--- config.mk ---
export PLATFORM = sky130hd
export DESIGN_NAME = iapt_patch_trap
export DESIGN_NICKNAME = d
export VERILOG_FILES = /design/src/common/iapt_pkg.sv /design/src/logic/iapt_addr_cmp.sv /design/src/logic/iapt_detect_reg.sv /design/src/logic/iapt_patch_trap.sv
export SDC_FILE = /design/constraint.sdc
export NUM_CORES = 1
export LEC_CHECK = 0
export BUFFER_PORTS_ARGS = -buffer_cell sky130_fd_sc_hd__clkbuf_2
export CAP_MARGIN = 20
export CORE_UTILIZATION = 50
export DETAILED_ROUTE_END_ITERATION = 8
export GPL_TIMING_DRIVEN = 0
export PLACE_DENSITY = 0.68
export REMOVE_ABC_BUFFERS = 1
export SYNTH_ARGS = -nofsm -noshare
export SYNTH_HDL_FRONTEND = slang
export SYNTH_SLANG_ARGS = --single-unit
--- constraint.sdc ---
create_clock -name clock -period 4.8 [get_ports clock]
set_input_delay 0.24 -clock clock [delete_from_list [all_inputs] [get_ports clock]]
set_output_delay 0.24 -clock clock [all_outputs]
set_load 0.05 [all_outputs]
--- src/common/iapt_pkg.sv ---
// shared constants and types for the instruction-address patch trap
`default_nettype none

package iapt_pkg;

    // ============================================================
    // widths and counts
    localparam int ADDR_W  = 24;
    localparam int DATA_W  = 8;
    localparam int BUS_AW  = 16;
    localparam int NUM_CMP = 6;
    localparam int NUM_BYTE = 3;

    // ============================================================
    // substituted opcode
    localparam logic [7:0] TRAP_OPCODE = 8'h01;

    // ============================================================
    // detect-address registers: low byte at the offset, then middle, then high
    localparam logic [15:0] DET_OFS [NUM_CMP] = '{16'h79E0, 16'h79E3, 16'h79E6,
                                                 16'h79F0, 16'h79F3, 16'h79F6};
    localparam logic [23:0] DET_RST = 24'h00_0000;

    // ============================================================
    // control, status and observation registers
    localparam logic [15:0] CTRL_LOW_OFS  = 16'h79E9;
    localparam logic [15:0] CTRL_HIGH_OFS = 16'h79EA;
    localparam logic [15:0] STAT_OFS      = 16'h79EB;
    localparam logic [15:0] MASK_OFS      = 16'h79EC;
    localparam logic [15:0] LAST_OFS      = 16'h79ED;
    localparam logic [15:0] COUNT_OFS     = 16'h79EE;
    localparam logic [15:0] LATCH_OFS     = 16'h79F9;

    // enable bit of each comparator, counted over both control registers
    localparam int CTRL_HIGH_BASE = 8;
    localparam int EN_POS [NUM_CMP] = '{1, 3, 5, 9, 11, 13};
    localparam logic [7:0] CTRL_WR_MASK = 8'h2A;
    localparam logic [7:0] CTRL_RST     = 8'h00;
    localparam logic [5:0] STAT_RST     = 6'h00;
    localparam logic [5:0] MASK_RST     = 6'h00;

    // default internal ROM window
    localparam logic [23:0] ROM_LO_DEF = 24'hFF_0000;
    localparam logic [23:0] ROM_HI_DEF = 24'hFF_FFFF;

    // ============================================================
    // fetch-slot state
    typedef enum logic [1:0] {
        IAPT_EMPTY   = 2'b01,
        IAPT_LATCHED = 2'b10
    } iapt_state_t;

endpackage

`default_nettype wire

--- src/logic/iapt_addr_cmp.sv ---
// one address comparator gated by its enable and the rom window
`timescale 1ns/1ns
`default_nettype none

module iapt_addr_cmp #(
    parameter int WIDTH = 24
) (
    // operands
    input  wire logic             enable,
    input  wire logic             valid,
    input  wire logic             inRom,
    input  wire logic [WIDTH-1:0] detectAddr,
    input  wire logic [WIDTH-1:0] latchAddr,
    // result
    output var  logic             hit
);

    always_comb begin
        hit = enable && valid && inRom && (detectAddr == latchAddr);
    end

endmodule

`default_nettype wire

--- src/logic/iapt_detect_reg.sv ---
// one 24-bit detect-address register with byte-wide writes
`timescale 1ns/1ns
`default_nettype none

module iapt_detect_reg (
    // clock and reset
    input  wire logic                        clock,
    input  wire logic                        srst,
    // byte writes
    input  wire logic [iapt_pkg::NUM_BYTE-1:0] byteWr,
    input  wire logic [iapt_pkg::DATA_W-1:0]   wdata,
    // stored address
    output var  logic [iapt_pkg::ADDR_W-1:0]   value
);

    typedef struct packed {
        logic [iapt_pkg::ADDR_W-1:0] addr;
    } iapt_det_t;

    iapt_det_t q;
    iapt_det_t d;

    always_comb begin
        d = q;
        for (int b = 0; b < iapt_pkg::NUM_BYTE; b++) begin
            if (byteWr[b]) begin
                d.addr[b*8 +: 8] = wdata;
            end
        end
        if (srst) begin
            d.addr = iapt_pkg::DET_RST;
        end
    end

    always_ff @(posedge clock) begin
        q <= d;
    end

    assign value = q.addr;

endmodule

`default_nettype wire

--- src/logic/iapt_patch_trap.sv ---
// instruction-address patch trap: address latch, six comparators, opcode substitution
`timescale 1ns/1ns
`default_nettype none

// ============================================================
// Contract
// - latch next instruction address every fetch
// - compare latch with all detectors, always
// - hit replaces next instruction with trap
// - six independent 24-bit detect registers
// - each detector has its own enable
// - low control bits 1,3,5 enable 0-2
// - high control bits 9,11,13 enable 3-5
// - enable 0 blocks, 1 allows detection
// - trap goes into the very next slot
// - match raises the dedicated trap interrupt only when its mask bit is set (mask resets to 0)
// - trap opcode is single byte 01h
// - only internal rom addresses may match

module iapt_patch_trap #(
    parameter logic [23:0] ROM_LO = iapt_pkg::ROM_LO_DEF,
    parameter logic [23:0] ROM_HI = iapt_pkg::ROM_HI_DEF
) (
    // clock and reset
    input  wire logic                        clock,
    input  wire logic                        srst,
    // register port
    input  wire logic [iapt_pkg::BUS_AW-1:0] regAddr,
    input  wire logic [iapt_pkg::DATA_W-1:0] regWdata,
    input  wire logic                        regWr,
    input  wire logic                        regRd,
    output var  logic [iapt_pkg::DATA_W-1:0] regRdata,
    // fetch path from the core
    input  wire logic                        nextAddrValid,
    input  wire logic [iapt_pkg::ADDR_W-1:0] nextAddr,
    input  wire logic                        instrValid,
    input  wire logic [iapt_pkg::DATA_W-1:0] instrByte,
    // decode path to the core
    output var  logic                        decValid,
    output var  logic [iapt_pkg::DATA_W-1:0] decByte,
    output var  logic                        trapInserted,
    // interrupt
    output var  logic                        irq
);

    // ============================================================
    // state

    typedef struct packed {
        iapt_pkg::iapt_state_t                st;
        logic [iapt_pkg::ADDR_W-1:0]          latchAddr;
        logic                                 latchInRom;
        logic [7:0]                           ctrlLow;
        logic [7:0]                           ctrlHigh;
        logic [iapt_pkg::NUM_CMP-1:0]         status;
        logic [iapt_pkg::NUM_CMP-1:0]         mask;
        logic [2:0]                           lastHit;
        logic [7:0]                           trapCount;
        logic [iapt_pkg::DATA_W-1:0]          rdata;
        logic                                 decValid;
        logic [iapt_pkg::DATA_W-1:0]          decByte;
        logic                                 trapPulse;
        logic                                 irq;
    } iapt_core_t;

    iapt_core_t q;
    iapt_core_t d;

    // ============================================================
    // decoded enables

    logic [iapt_pkg::NUM_CMP-1:0] enVec;

    always_comb begin
        enVec = '0;
        for (int i = 0; i < iapt_pkg::NUM_CMP; i++) begin
            if (iapt_pkg::EN_POS[i] < iapt_pkg::CTRL_HIGH_BASE) begin
                enVec[i] = q.ctrlLow[iapt_pkg::EN_POS[i]];
            end else begin
                enVec[i] = q.ctrlHigh[iapt_pkg::EN_POS[i] - iapt_pkg::CTRL_HIGH_BASE];
            end
        end
    end

    // ============================================================
    // detect registers and comparators

    logic [iapt_pkg::NUM_BYTE-1:0] detWr  [iapt_pkg::NUM_CMP];
    logic [iapt_pkg::ADDR_W-1:0]   detVal [iapt_pkg::NUM_CMP];
    logic [iapt_pkg::NUM_CMP-1:0]  hitVec;
    logic                          latched;

    assign latched = (q.st == iapt_pkg::IAPT_LATCHED);

    always_comb begin
        for (int i = 0; i < iapt_pkg::NUM_CMP; i++) begin
            for (int b = 0; b < iapt_pkg::NUM_BYTE; b++) begin
                detWr[i][b] = regWr &&
                              (regAddr == 16'(iapt_pkg::DET_OFS[i] + b));
            end
        end
    end

    // each detector keeps its own register and comparator
    for (genvar gi = 0; gi < iapt_pkg::NUM_CMP; gi++) begin : g_cmp
        iapt_detect_reg u_det (
            .clock  (clock),
            .srst   (srst),
            .byteWr (detWr[gi]),
            .wdata  (regWdata),
            .value  (detVal[gi])
        );

        iapt_addr_cmp #(
            .WIDTH (iapt_pkg::ADDR_W)
        ) u_cmp (
            .enable     (enVec[gi]),
            .valid      (latched),
            .inRom      (q.latchInRom),
            .detectAddr (detVal[gi]),
            .latchAddr  (q.latchAddr),
            .hit        (hitVec[gi])
        );
    end

    // ============================================================
    // lowest matching detector, for software diagnosis

    logic [2:0] firstHit;

    always_comb begin
        firstHit = '0;
        for (int i = iapt_pkg::NUM_CMP - 1; i >= 0; i--) begin
            if (hitVec[i]) begin
                firstHit = 3'(i);
            end
        end
    end

    // ============================================================
    // register decode

    logic                         wrCtrlLow;
    logic                         wrCtrlHigh;
    logic                         wrMask;
    logic                         wrCount;
    logic                         rdStat;
    logic                         trapNow;
    logic [iapt_pkg::NUM_CMP-1:0] setVec;

    // the status offset has no write decode, so a write there is dropped
    always_comb begin
        wrCtrlLow  = regWr && (regAddr == iapt_pkg::CTRL_LOW_OFS);
        wrCtrlHigh = regWr && (regAddr == iapt_pkg::CTRL_HIGH_OFS);
        wrMask     = regWr && (regAddr == iapt_pkg::MASK_OFS);
        wrCount    = regWr && (regAddr == iapt_pkg::COUNT_OFS);
        rdStat     = regRd && (regAddr == iapt_pkg::STAT_OFS);
    end

    // ============================================================
    // trap decision

    // the byte handed in now meets the address latched before it; every
    // hitting comparator raises its own flag, not just the reported one
    always_comb begin
        trapNow = instrValid && latched && (|hitVec);
        setVec  = trapNow ? hitVec : '0;
    end

    // ============================================================
    // rom window of the incoming address

    logic nextInRom;

    // judged when the address arrives, so the compare path stays short
    always_comb begin
        nextInRom = (nextAddr >= ROM_LO) && (nextAddr <= ROM_HI);
    end

    // ============================================================
    // byte view of the detect registers and the address latch

    logic                        wideHit;
    logic [iapt_pkg::DATA_W-1:0] wideByte;

    always_comb begin
        wideHit  = 1'b0;
        wideByte = '0;
        for (int i = 0; i < iapt_pkg::NUM_CMP; i++) begin
            for (int b = 0; b < iapt_pkg::NUM_BYTE; b++) begin
                if (regAddr == 16'(iapt_pkg::DET_OFS[i] + b)) begin
                    wideHit  = 1'b1;
                    wideByte = detVal[i][b*8 +: 8];
                end
            end
        end
        // the latch is read-only: software sees what the comparators see
        for (int b = 0; b < iapt_pkg::NUM_BYTE; b++) begin
            if (regAddr == 16'(iapt_pkg::LATCH_OFS + b)) begin
                wideHit  = 1'b1;
                wideByte = q.latchAddr[b*8 +: 8];
            end
        end
    end

    // ============================================================
    // next state

    always_comb begin
        d = q;
        d.decValid  = 1'b0;
        d.trapPulse = 1'b0;

        // fetch slot: the byte handed in with instrValid belongs to the
        // address latched before it; a hit turns it into the trap opcode
        if (instrValid) begin
            d.decValid = 1'b1;
            d.decByte  = instrByte;
            case (q.st)
                iapt_pkg::IAPT_EMPTY: begin
                    d.st = iapt_pkg::IAPT_EMPTY;
                end
                iapt_pkg::IAPT_LATCHED: begin
                    d.st = iapt_pkg::IAPT_EMPTY;
                    if (trapNow) begin
                        d.decByte   = iapt_pkg::TRAP_OPCODE;
                        d.trapPulse = 1'b1;
                        d.lastHit   = firstHit;
                        if (q.trapCount != 8'hFF) begin
                            d.trapCount = q.trapCount + 8'h01;
                        end
                    end
                end
                default: begin
                    d.st = iapt_pkg::IAPT_EMPTY;
                end
            endcase
        end

        // a new address always replaces the latch; when it comes with a
        // byte, that byte was judged against the old latch above
        if (nextAddrValid) begin
            d.latchAddr  = nextAddr;
            d.latchInRom = nextInRom;
            d.st         = iapt_pkg::IAPT_LATCHED;
        end

        // control writes keep only the enable bits, reserved bits stay zero;
        // a write replaces all three enables of its byte at once
        if (wrCtrlLow) begin
            d.ctrlLow = regWdata & iapt_pkg::CTRL_WR_MASK;
        end
        if (wrCtrlHigh) begin
            d.ctrlHigh = regWdata & iapt_pkg::CTRL_WR_MASK;
        end
        if (wrMask) begin
            d.mask = regWdata[iapt_pkg::NUM_CMP-1:0];
        end
        if (wrCount) begin
            d.trapCount = 8'h00;
        end

        // sticky match flags: a hit in the clearing read's cycle survives
        if (rdStat) begin
            d.status = setVec;
        end else begin
            d.status = q.status | setVec;
        end

        // read data, one cycle after the strobe, zero when unmapped
        d.rdata = '0;
        if (regRd) begin
            if (wideHit) begin
                d.rdata = wideByte;
            end
            case (regAddr)
                iapt_pkg::CTRL_LOW_OFS: begin
                    d.rdata = q.ctrlLow;
                end
                iapt_pkg::CTRL_HIGH_OFS: begin
                    d.rdata = q.ctrlHigh;
                end
                iapt_pkg::STAT_OFS: begin
                    d.rdata = {2'b00, q.status};
                end
                iapt_pkg::MASK_OFS: begin
                    d.rdata = {2'b00, q.mask};
                end
                iapt_pkg::LAST_OFS: begin
                    d.rdata = {5'b00000, q.lastHit};
                end
                iapt_pkg::COUNT_OFS: begin
                    d.rdata = q.trapCount;
                end
                default: begin
                    d.rdata = d.rdata;
                end
            endcase
        end

        d.irq = |(d.status & d.mask);

        // synchronous reset: nothing enabled, no trap pending
        if (srst) begin
            d.st         = iapt_pkg::IAPT_EMPTY;
            d.latchAddr  = '0;
            d.latchInRom = 1'b0;
            d.ctrlLow    = iapt_pkg::CTRL_RST;
            d.ctrlHigh   = iapt_pkg::CTRL_RST;
            d.status     = iapt_pkg::STAT_RST;
            d.mask       = iapt_pkg::MASK_RST;
            d.lastHit    = '0;
            d.trapCount  = 8'h00;
            d.rdata      = '0;
            d.decValid   = 1'b0;
            d.decByte    = '0;
            d.trapPulse  = 1'b0;
            d.irq        = 1'b0;
        end
    end

    // ============================================================
    // registers

    always_ff @(posedge clock) begin
        q <= d;
    end

    // ============================================================
    // outputs, each straight from a flip-flop

    assign regRdata     = q.rdata;
    assign decValid     = q.decValid;
    assign decByte      = q.decByte;
    assign trapInserted = q.trapPulse;
    assign irq          = q.irq;

endmodule

`default_nettype wire

# Word-level counts from Yosys, hierarchy flattened
# Cells that the tools add are included.
[word_totals] regBits=219 latch_bits=0 ramBits=0 romBits=0 out_inout_bits=19 elab_cells=185 mem_count=0
[classes] addsub=1 n_mul=0 n_div=0 n_lt_le_gt_ge=2 eq_ne=35 shift=0 muxes=58 n_bitwise=5 n_reduce_logical=52
[ops] op="$eq 16x15->1 const B" count=27
[ops] op="$mux 8" count=22
[ops] op="$eq 24x24->1" count=6
[ops] op="$pmux 8 s6" count=1
[ops] op="$logic_and 1x1->1" count=44
[ops] op="$mux 27" count=1
[ops] op="$ge 24x24->1 const B" count=1
[ops] op="$le 24x24->1 const B" count=1
[ops] op="$mux 1" count=21
[ops] op="$mux 3" count=6
[ops] op="$mux 6" count=3
[ops] op="$mux 9" count=2
[ops] op="$reduce_or 6->1" count=2
[ops] op="$mux 10" count=1
[ops] op="$add 8x1->8 const B" count=1
[ops] op="$ne 8x8->1 const B" count=1
[ops] op="$and 6x6->6" count=1
[ops] op="$or 6x6->6" count=1
[ops] op="$reduce_and 4->1" count=1
[ops] op="$reduce_or 2->1" count=2
[ops] op="$not 1->1" count=3
[ops] op="$reduce_and 3->1" count=1
[ops] op="$reduce_or 3->1" count=1
[ops] op="$eq 2x2->1 const B" count=1
[ops] op="2 further kinds" count=2

# Depth between registers and ports, before layout
# Gate-level depths: netlist of run 1.
[depth] word_depth=24 ltp_mapped=11

# Modules after synthesis
# Synthesis of run 1 repeated with hierarchy kept, for this count alone.
[unflattened] cells_unflattened=1343 hier_area_um2=11974.0
[modules_own_cells] mod="iapt_patch_trap" instances=1 cells_each=683 area_each_um2=5187.5 seq_area_each_um2=1501.4
[modules_own_cells] mod="iapt_detect_reg" instances=6 cells_each=77 area_each_um2=859.6 seq_area_each_um2=480.5
[modules_own_cells] mod="iapt_addr_cmp" instances=6 cells_each=33 area_each_um2=271.5 seq_area_each_um2=0.0

# Worst setup path before layout of run 1
# Ideal clock, no wire load.
[synth_path] path_kind="reg-to-reg" start="register q[63] (netlist bit)" end="register q[24] (netlist bit)" arrival_ps=2251 required_ps=4679 slack_ps=2428 path_stages_with_launch=10 period_less_slack_ps=2372 cell_sequence="dfxtp_1 buf_4 xnor2_1 nand4_1 or4_1 nor4_2 nor4_2 a21oi_4 nand4_1 mux2_4"
[synth_via] elab_chain_len=5 elab_cells_between_ends=15 classes_between="eq/ne: 6; reduce/logical: 9"
[synth_rtl] item="start: declaration" line="iapt_patch_trap.sv:66" rtl="iapt_core_t q;"
[synth_rtl] item="start signal: assignment" line="iapt_patch_trap.sv:326" rtl="q <= d;"
[synth_rtl] item="$eq 24x24->1" line="iapt_addr_cmp.sv:19" rtl="hit = enable && valid && inRom && (detectAddr == latchAddr);"
[synth_rtl] item="$logic_and 1x1->1" line="iapt_addr_cmp.sv:19"
[synth_rtl] item="$reduce_or 6->1 *" line="iapt_patch_trap.sv:166" rtl="trapNow = instrValid && latched && (|hitVec);"
[synth_rtl] item="$logic_and 1x1->1 *" line="iapt_patch_trap.sv:166"
[synth_rtl] item="$reduce_and 4->1 (no source line) *"
# Every way passes the cells marked *; elsewhere a longest branch is shown, timed or not.
# A chain may end at the register's enable or synchronous reset.

# Worst setup path after layout of run 1
[layout_path] start="register q[66] (netlist bit)" end="register q[24] (netlist bit)"
# The elaborated chain is that of the path after synthesis.

==> results_dict.tcl, run 1 <==
set metrics [dict create \
    drcViolationCount 0 \
    internal_power_mw 3.23 \
    initial_utilization_pct 51.5 \
    synth.top_cell.area_share_pct 35.9 \
    final_hold_viol_count 0 \
    cts.sinks 219 \
    pwr-share-seq_pct 44.3 \
    synth_area_sq_um 12200 \
    worstPathMaxFanout 10 \
    hold-path-cell-count 3 \
    post-synth-top-area-cell "dfxtp_1" \
    cts_root_buffer "clkbuf_16" \
    drv_cap 0 \
    finalPower_mw 4.34 \
    yosysUniqueCellTypes 73 \
    firstDrtPassIters 6 \
    die_width_microns 158 \
    die_h_microns 158 \
    cellLeakagePower_nw 5.12 \
    arrival_ns 4.14 \
    swShare_pct 25.6 \
    slew_headroom_pct 21.7 \
    routedWlPerCell_microns 25.3 \
    via_count 12100 \
    hold_path_class "in2reg" \
    path_class "reg2reg" \
    clk_latency_ns 0.54 \
    regArea_sq_um 4380 \
    cts_max_path_buffers 3 \
    antenna_found_initial 0 \
    clk_pin_slew_ns 0.06 \
    synth-seq-cells 219 \
    ys_top_cells_by_area "dfxtp_1, nand2_1, a21oi_1" \
    n_antenna_cell 0 \
    startpoint_type "flop" \
    timing.final.crit_share_pct 77.3 \
    setup_viol 0 \
    dieArea_sq_um 25000 \
    antenna_left 0 \
    grt_pass1_wl_mm 70.3 \
    ir_drop_mv 0.289 \
    drive_above_1_share_pct 10.4 \
    syn_avg_cell_area_sq_um 7.83 \
    cts_setup_buffers 0 \
    overflow 0 \
    dp_hpwl_mm 31.9 \
    vias_per_cell 6.38 \
    multi_input_area_sq_um 7090 \
    cp-end-kind "flop" \
    ctsHoldBuffers 32 \
    cts_tree "done" \
    drv_slew 0 \
    reg2reg_to "q[24]$_SDFFE_PP0P_" \
    clockPowerShare_pct 47.2 \
    rsz0062_at_grt "no" \
    synth_edf_count 0 \
    grt_max_degree 107 \
    syn_inst 1557 \
    rrSetupSlack_ns 1.09 \
    finalCriticalPeriod_ns 3.71 \
    synthFlopType "dfxtp_1" \
    final_nets 1627 \
    yosys-top-cells-count "nand2_1, dfxtp_1, a21oi_1" \
    place_congestion 1.02 \
    hp-start "instrValid" \
    num-fill-cells 2201 \
    core_sq_um 23700 \
    worstMarginPinSlew_ns 1.17 \
    syn2layout_area_growth_pct 11.7 \
    io_pins 81 \
    cp.required_ns 5.23 \
    port_buffers 80 \
    whs_ns 0.178 \
    skew_ns 0.0232 \
    r2r_start "q[66]$_SDFFE_PP0P_" \
    power.net_switching_mw 1.11 \
    yosysMostFrequentCell "nand2_1" \
    yosysWarnings 0 \
    grt_use_total_pct 38.5 \
    async_flop_share_pct 0 \
    rows 56 \
    fmax_mhz 269 \
    ff2ff_path_depth 8 \
    drtIter0Drc 1727 \
    synth_seq_area_share_pct 35.9 \
    comb_power_share_pct 8.5 \
    numCtsBuffers 24 \
    power.density_nw_per_um2 319 \
    holdPathEnd "decValid$_SDFF_PP0_" \
    status "complete, no violations" \
    htreeDepth 1 \
    grt_pass1_vias 11100 \
    routed_wl_mm 48.1 \
    post_cts_resized 0 \
]
[final cells by class]
cell class	instances	share of cell area (%)
multi-input combinational	1185	52.0
sequential	219	32.2
timing repair buffer	118	5.95
clock buffer	27	4.56
tap	319	2.93
clock inverter	17	1.88
inverter	16	0.441
[critical path, stage by stage, from the launching register on]
cell and delay, ns:
dfxtp_1 0.99, xnor2_1 0.20, nand4_1 0.17, or4_1 0.51, nor4_2 0.68, nor4_2 0.23
a21oi_4 0.34, nand4_1 0.16, mux2_4 0.31
[placed cells by master, fill, tap and decap left out, types with 32 or more instances in the layout]
cell	count
nand2_1	306
dfxtp_1	219
a21oi_1	174
nor2_1	133
clkbuf_2	78
xnor2_1	77
mux2i_1	70
xor2_1	70
nand3_1	44
nand4_1	32
dlygate4sd3_1	32
[through the flow]
step	instance area, sq um	setup TNS [ns]	cells	setup slack [ns]	util [%]
after floorplan	11500	0	1420	2.11	-
after global placement	12300	-0.202	1819	-0.112	52.0
after detailed placement	12400	0	1824	0.951	52.4
after CTS	13600	0	1900	1.32	57.5
after global routing	13600	0	1901	1.03	57.5
final	13600	0	1901	1.09	57.5
[how the worst max path moves through the flow]
stage                                  start                endpoint  slack, ns  cells past startpoint
after detailed placement          regAddr[0]  regRdata[7]$_SDFF_PP0_       0.95                      9
final                     q[66]$_SDFFE_PP0P_      q[24]$_SDFFE_PP0P_       1.09                      8
after global routing      q[66]$_SDFFE_PP0P_      q[24]$_SDFFE_PP0P_       1.03                      8
after CTS                 q[66]$_SDFFE_PP0P_      q[24]$_SDFFE_PP0P_       1.32                      8
after floorplan                  regAddr[10]  regRdata[3]$_SDFF_PP0_       2.11                      7
after global placement            regAddr[0]  regRdata[7]$_SDFF_PP0_      -0.11                      9
[registers in the layout (all words and copies together) (netlist names)]
register	flops
g_cmp.u_det.value	144
regRdata	8
irq	1
decValid	1
decByte	8
trapInserted	1
enVec	6
q	50
[layer usage]
layer / GRT usage (%) / wire length (microns) / vias up
met5: 0 / 0 / -
met2: 57.6 / 20300 / 756
met4: 23.8 / 3500 / 0
li1: - / - / 5402
met1: 50.3 / 19000 / 5743
met3: 8.51 / 5320 / 226
[power groups by stage]
stage	Sequential (mW)	Clock, mW	Combinational, mW
4_1_cts	1.91	2.07	0.358
3_3_place_gp	1.95	0	0.328
3_5_place_dp	1.95	0	0.336
6_report	1.92	2.05	0.370
5_1_grt	1.92	2.13	0.390
2_1_floorplan	1.92	0	0.147
[cell families (layout without fill, tap and decap cells)]
kind of cell / after synthesis / count (layout) / synth area share [%]
DFF: 219 / 219 / 35.9
muxes: 86 / 86 / 7.81
AOI/OAI and AO/OA: 302 / 302 / 15.0
and+or+nand+nor: 649 / 649 / 24.6
adders and majority gates: 1 / 1 / 0.103
xor gates and xnor gates: 147 / 147 / 10.6
buffers and inverters: 153 / 178 / 6.05
Note: power is estimated with default switching activity, not from simulation.
==> inputs of run 2 (changes only) <==
--- a/config.mk
+++ b/config.mk
@@ -10,7 +10,7 @@
 export CORE_UTILIZATION = 50
 export DETAILED_ROUTE_END_ITERATION = 8
 export GPL_TIMING_DRIVEN = 0
-export PLACE_DENSITY = 0.68
+export PLACE_DENSITY = 0.7
 export REMOVE_ABC_BUFFERS = 1
 export SYNTH_ARGS = -nofsm -noshare
 export SYNTH_HDL_FRONTEND = slang
==> constraint.sdc (replaced) <==
create_clock -name clock -period 3.35 [get_ports clock]
set_input_delay 0.1675 -clock clock [delete_from_list [all_inputs] [get_ports clock]]
set_output_delay 0.1675 -clock clock [all_outputs]
set_load 0.05 [all_outputs]
==> run 2 against run 1 <==
  * The flow now finishes with violations (setup timing)
  * Combinational power up 44%
  * Sequential share of layout area increased by 0.24 points
  * Critical endpoint is now regRdata[6]$_SDFF_PP0_
  * Die area stayed put
  * Non-clock buffer count up 4
  * Clock-buffer cell count grew 5
  * Critical path type is now in2reg
==> results_dict.tcl, run 2 (synthesized netlist as in run 1, its figures left out) <==
set metrics [dict create \
    pwr-share-seq_pct 46.9 \
    multi_input_area_sq_um 7120 \
    firstDrtPassIters 8 \
    drv_slew 0 \
    skew_ns 0.0102 \
    grt_pass1_vias 11200 \
    final_util_pct 57.4 \
    vias_per_cell 6.38 \
    regArea_sq_um 4410 \
    dp_hpwl_mm 30.9 \
    design_area_sq_um 13600 \
    routedWlPerCell_microns 24.8 \
    rows 56 \
    power.density_nw_per_um2 432 \
    final_hold_viol_count 0 \
    clk_pin_slew_ns 0.06 \
    whs_ns 0.0842 \
    place_congestion 1.00 \
    antenna_left 0 \
    routed_wl_mm 47.2 \
    finalPower_mw 5.88 \
    setup_viol 1 \
    antenna_found_initial 1 \
    drtIter0Drc 1814 \
    worstMarginPinSlew_ns 1.21 \
    dpl_cell_area_sq_um 12400 \
    final_nets 1632 \
    fmax_mhz 294 \
    hold_path_class "in2reg" \
    cts_root_buffer "clkbuf_16" \
    power.net_switching_mw 1.60 \
    die_width_microns 158 \
    rsz0062_at_grt "no" \
    clockPowerShare_pct 44.1 \
    cts_max_path_buffers 3 \
    cp-end-kind "flop" \
    worstPathMaxFanout 63 \
    grt_use_total_pct 37.5 \
    port_buffers 80 \
    status "complete, but fails checks" \
    path_class "in2reg" \
    swShare_pct 27.3 \
    cts_tree "done" \
    clk_latency_ns 0.55 \
    cellLeakagePower_nw 5.13 \
    comb_power_share_pct 9.0 \
    drv_cap 0 \
    startpoint_type "input pin" \
    htreeDepth 1 \
    core_sq_um 23700 \
    die_h_microns 158 \
    internal_power_mw 4.27 \
    overflow 0 \
    io_pins 81 \
    cp.required_ns 3.83 \
    ir_drop_mv 0.311 \
    final_common_cell "nand2_1" \
    drive_above_1_share_pct 11.7 \
    num-fill-cells 2217 \
    final_cell_mix "nand2_1, dfxtp_1, a21oi_1" \
    numCtsBuffers 25 \
    syn2layout_area_growth_pct 11.5 \
    setup_ws_ns -0.0462 \
    violations "setup timing" \
    grt_pass1_wl_mm 68.9 \
    place_ws_ns -0.466 \
    finalCriticalPeriod_ns 3.40 \
    dieArea_sq_um 25000 \
    arrival_ns 3.88 \
    timing.final.crit_share_pct 101 \
    largest_reg_flops 144 \
    drcViolationCount 0 \
    grt_max_degree 118 \
    via_count 12100 \
    initial_utilization_pct 51.5 \
    cts.sinks 219 \
    slew_headroom_pct 18.3 \
]
-- run 2: layer usage --
metal	up-vias	track usage (%)	routed length, microns
met2	861	56.5	20100
li1	5420	-	-
met4	0	26.2	3780
met3	237	6.93	5240
met1	5629	48.2	18000
met5	-	0	0
-- run 2: cell type report --
class,count,area share [%]
Inverter,16,0.442
Clock buffer,32,5.02
Clock inverter,11,0.626
Sequential cell,219,32.4
Tap cell,319,2.94
Multi-Input combinational cell,1185,52.3
Timing Repair Buffer,122,6.20
Antenna cell,1,0.0184
-- run 2: final timing paths --
path | startpoint | to | slack, ns | cells after the start
worst min register to register | g_cmp[0].u_det.value[23]$_SDFFE_PP0P_ | g_cmp[0].u_det.value[23]$_SDFFE_PP0P_ | 0.48 | 2
worst max-delay path | regAddr[0] | regRdata[6]$_SDFF_PP0_ | -0.05 | 9
worst min-delay path | instrValid | decValid$_SDFF_PP0_ | 0.08 | 3
worst max register to register | q[62]$_SDFFE_PP0P_ | q[24]$_SDFFE_PP0P_ | 0.06 | 8
-- run 2: repair_timing --
item                                   in CTS  in global routing
hold buffers                               32                  0
endpoints found under the hold margin      32                  0
setup endpoints to repair                   1                 13
buffers inserted                            0                  4
resized for setup                           4                 19
pin swaps                                   0                  1
-- run 2: power groups by stage --
| stage | Combinational [mW] | Sequential, mW | Clock (mW) |
|---|---|---|---|
| after detailed placement | 0.479 | 2.80 | 0 |
| after global placement | 0.468 | 2.80 | 0 |
| after global routing | 0.559 | 2.75 | 2.72 |
| after floorplan | 0.210 | 2.75 | 0 |
| final | 0.531 | 2.75 | 2.59 |
| after CTS | 0.510 | 2.74 | 2.59 |
-- run 2: through the flow --
step	std cells	TNS [ns]
after CTS	1899	0
after floorplan	1420	0
after global routing	1905	0
after detailed placement	1824	-2.79
after global placement	1819	-82.20
final	1905	-0.0462
-- run 2: worst max-delay path, stage by stage --
cell	delay, ns
buf_4	0.65
inv_1	0.54
nand2_1	0.49
o21ai_0	0.13
o22a_1	0.22
o311ai_0	0.69
o311ai_0	0.38
a221oi_1	0.36
o21a_1	0.17
==> inputs of run 3 (changes only) <==
--- a/config.mk
+++ b/config.mk
@@ -8,6 +8,7 @@
 export BUFFER_PORTS_ARGS = -buffer_cell sky130_fd_sc_hd__clkbuf_2
 export CAP_MARGIN = 20
 export CORE_UTILIZATION = 50
+export CTS_BUF_LIST = sky130_fd_sc_hd__clkbuf_4
 export DETAILED_ROUTE_END_ITERATION = 8
 export GPL_TIMING_DRIVEN = 0
 export PLACE_DENSITY = 0.7
==> run 3 against run 2 <==
  * The run now ends clean
  * Largest power group unchanged
  * Clock-buffer cell count increased by 53
  * Global-route usage increased by 0.68 points
  * Via count increased by 2.0%
==> results_dict.tcl, run 3 (synthesized netlist as in run 1, its figures left out) <==
set metrics [dict create \
    slew_headroom_pct 18.8 \
    drive_above_1_share_pct 14.3 \
    slowest_stage "nor2_1" \
    grtUsageMet1_pct 47.3 \
    place_congestion 1.00 \
    antenna_left 0 \
    grt_pass1_vias 11600 \
    worst_path_most_repeated_cell "nor2_1" \
    final_hold_viol_count 0 \
    cellLeakagePower_nw 5.22 \
    htreeDepth 2 \
    dieArea_sq_um 25000 \
    rsz0062_at_grt "no" \
    drcViolationCount 0 \
    rows 56 \
    core_sq_um 23700 \
    timing.final.crit_share_pct 98.3 \
    drv_slew 0 \
    drv_cap 0 \
    regArea_sq_um 4410 \
    drtIter0Drc 1603 \
    met3_usage_pct 9.91 \
    final_nets 1673 \
    vias_per_cell 6.29 \
    ff2ff_path_depth 8 \
    largest_reg_flops 144 \
    final_cell_mix "nand2_1, dfxtp_1, a21oi_1" \
    path_class "in2reg" \
    grt_pass1_wl_mm 70.2 \
    design_area_sq_um 13700 \
    whs_ns 0.120 \
    crit_chain "clkbuf_4, nor2_1, nand3_1, nor2_1, a2111oi_0, o2111a_1, o31ai_1, a31oi_1" \
    dp_hpwl_mm 30.9 \
    skew_ns 0.0264 \
    routed_wl_mm 47.7 \
    cts_max_path_buffers 3 \
    routedWlPerCell_microns 24.2 \
    via_count 12400 \
    clk_latency_ns 0.71 \
    cp.required_ns 3.91 \
    status "complete, no violations" \
    ir_drop_mv 0.214 \
    arrival_ns 3.85 \
    numCtsBuffers 57 \
    setup_viol 0 \
    top_usage_layer "met2" \
    num-fill-cells 2221 \
    firstDrtPassIters 8 \
    die_width_microns 158 \
    worstPathMaxFanout 63 \
    slowest_delay_ns 0.98 \
    initial_utilization_pct 51.5 \
    worstMarginPinSlew_ns 1.21 \
    dpl_cell_area_sq_um 12400 \
    cts_root_buffer "clkbuf_4" \
    power.density_nw_per_um2 415 \
    fmax_mhz 304 \
    antenna_found_initial 3 \
    cts.sinks 219 \
    hold_path_class "in2reg" \
    overflow 0 \
    final_util_pct 57.7 \
    finalCriticalPeriod_ns 3.29 \
    syn2layout_area_growth_pct 11.9 \
    clk_pin_slew_ns 0.07 \
    grt_max_degree 118 \
    port_buffers 80 \
    hold-path-cell-count 5 \
    grt_use_met2_pct 57.2 \
    cp-end-kind "flop" \
    die_h_microns 158 \
    multi_input_area_sq_um 7120 \
    startpoint_type "input pin" \
    io_pins 81 \
    cts_tree "done" \
    grt_use_total_pct 38.2 \
    final_common_cell "nand2_1" \
]
run 3: through the flow:
stage | setup WS, ns | power, mW | setup TNS, ns | cells
5_1_grt | 0.0112 | 5.84 | 0 | 1971
3_3_place_gp | -1.54 | 3.27 | -82.20 | 1819
3_5_place_dp | -0.466 | 3.28 | -2.79 | 1824
4_1_cts | 0.00440 | 5.64 | 0 | 1966
6_report | 0.0570 | 5.66 | 0 | 1971
2_1_floorplan | 0.734 | 2.96 | 0 | 1420
run 3: final timing paths:
kind | start | endpoint | slack (ns)
setup / recovery | regAddr[0] | regRdata[1]$_SDFF_PP0_ | 0.06
setup reg to reg | q[61]$_SDFFE_PP0P_ | q[24]$_SDFFE_PP0P_ | 0.13
hold reg to reg | g_cmp[0].u_det.value[23]$_SDFFE_PP0P_ | g_cmp[0].u_det.value[23]$_SDFFE_PP0P_ | 0.48
hold / removal | regAddr[4] | enVec[5]$_SDFFE_PP0P_ | 0.12
run 3: routing by layer:
metal  part of all wire [%]  up-vias
met3                     12      253
met1                     38     5738
li1                       -     5536
met4                    7.9        0
met5                      0        -
met2                     42      862
run 3: where the power goes:
| part | internal, mW | switching, mW | total, mW |
|---|---|---|---|
| Clock | 1.23 | 1.13 | 2.36 |
| Sequential | 2.63 | 0.125 | 2.76 |
| Combinational | 0.204 | 0.341 | 0.545 |
run 3: final cells by class:
cell class	count	area share, %
Antenna cell	2	0.0367
Tap cell	319	2.92
Clock buffer	85	4.67
Sequential cell	219	32.3
Multi-Input combinational cell	1185	52.1
Timing Repair Buffer	131	6.87
Inverter	16	0.440
Clock inverter	14	0.651
run 3: worst max-delay path, delay by kind of cell:
kind                   cells  cell delay (ns)
AO/OA/AOI/OAI              4             1.01
buffers and inverters      1             0.49
AND/OR/NAND/NOR            3             2.14
run 3: what timing repair did:
action | in CTS | in global routing
buffers inserted | 0 | 3
hold endpoints to repair | 58 | 0
resized for setup | 5 | 18
cloned | 0 | 0
pin swaps | 0 | 1
hold buffers | 43 | 0
endpoints found under the setup margin | 1 | 17
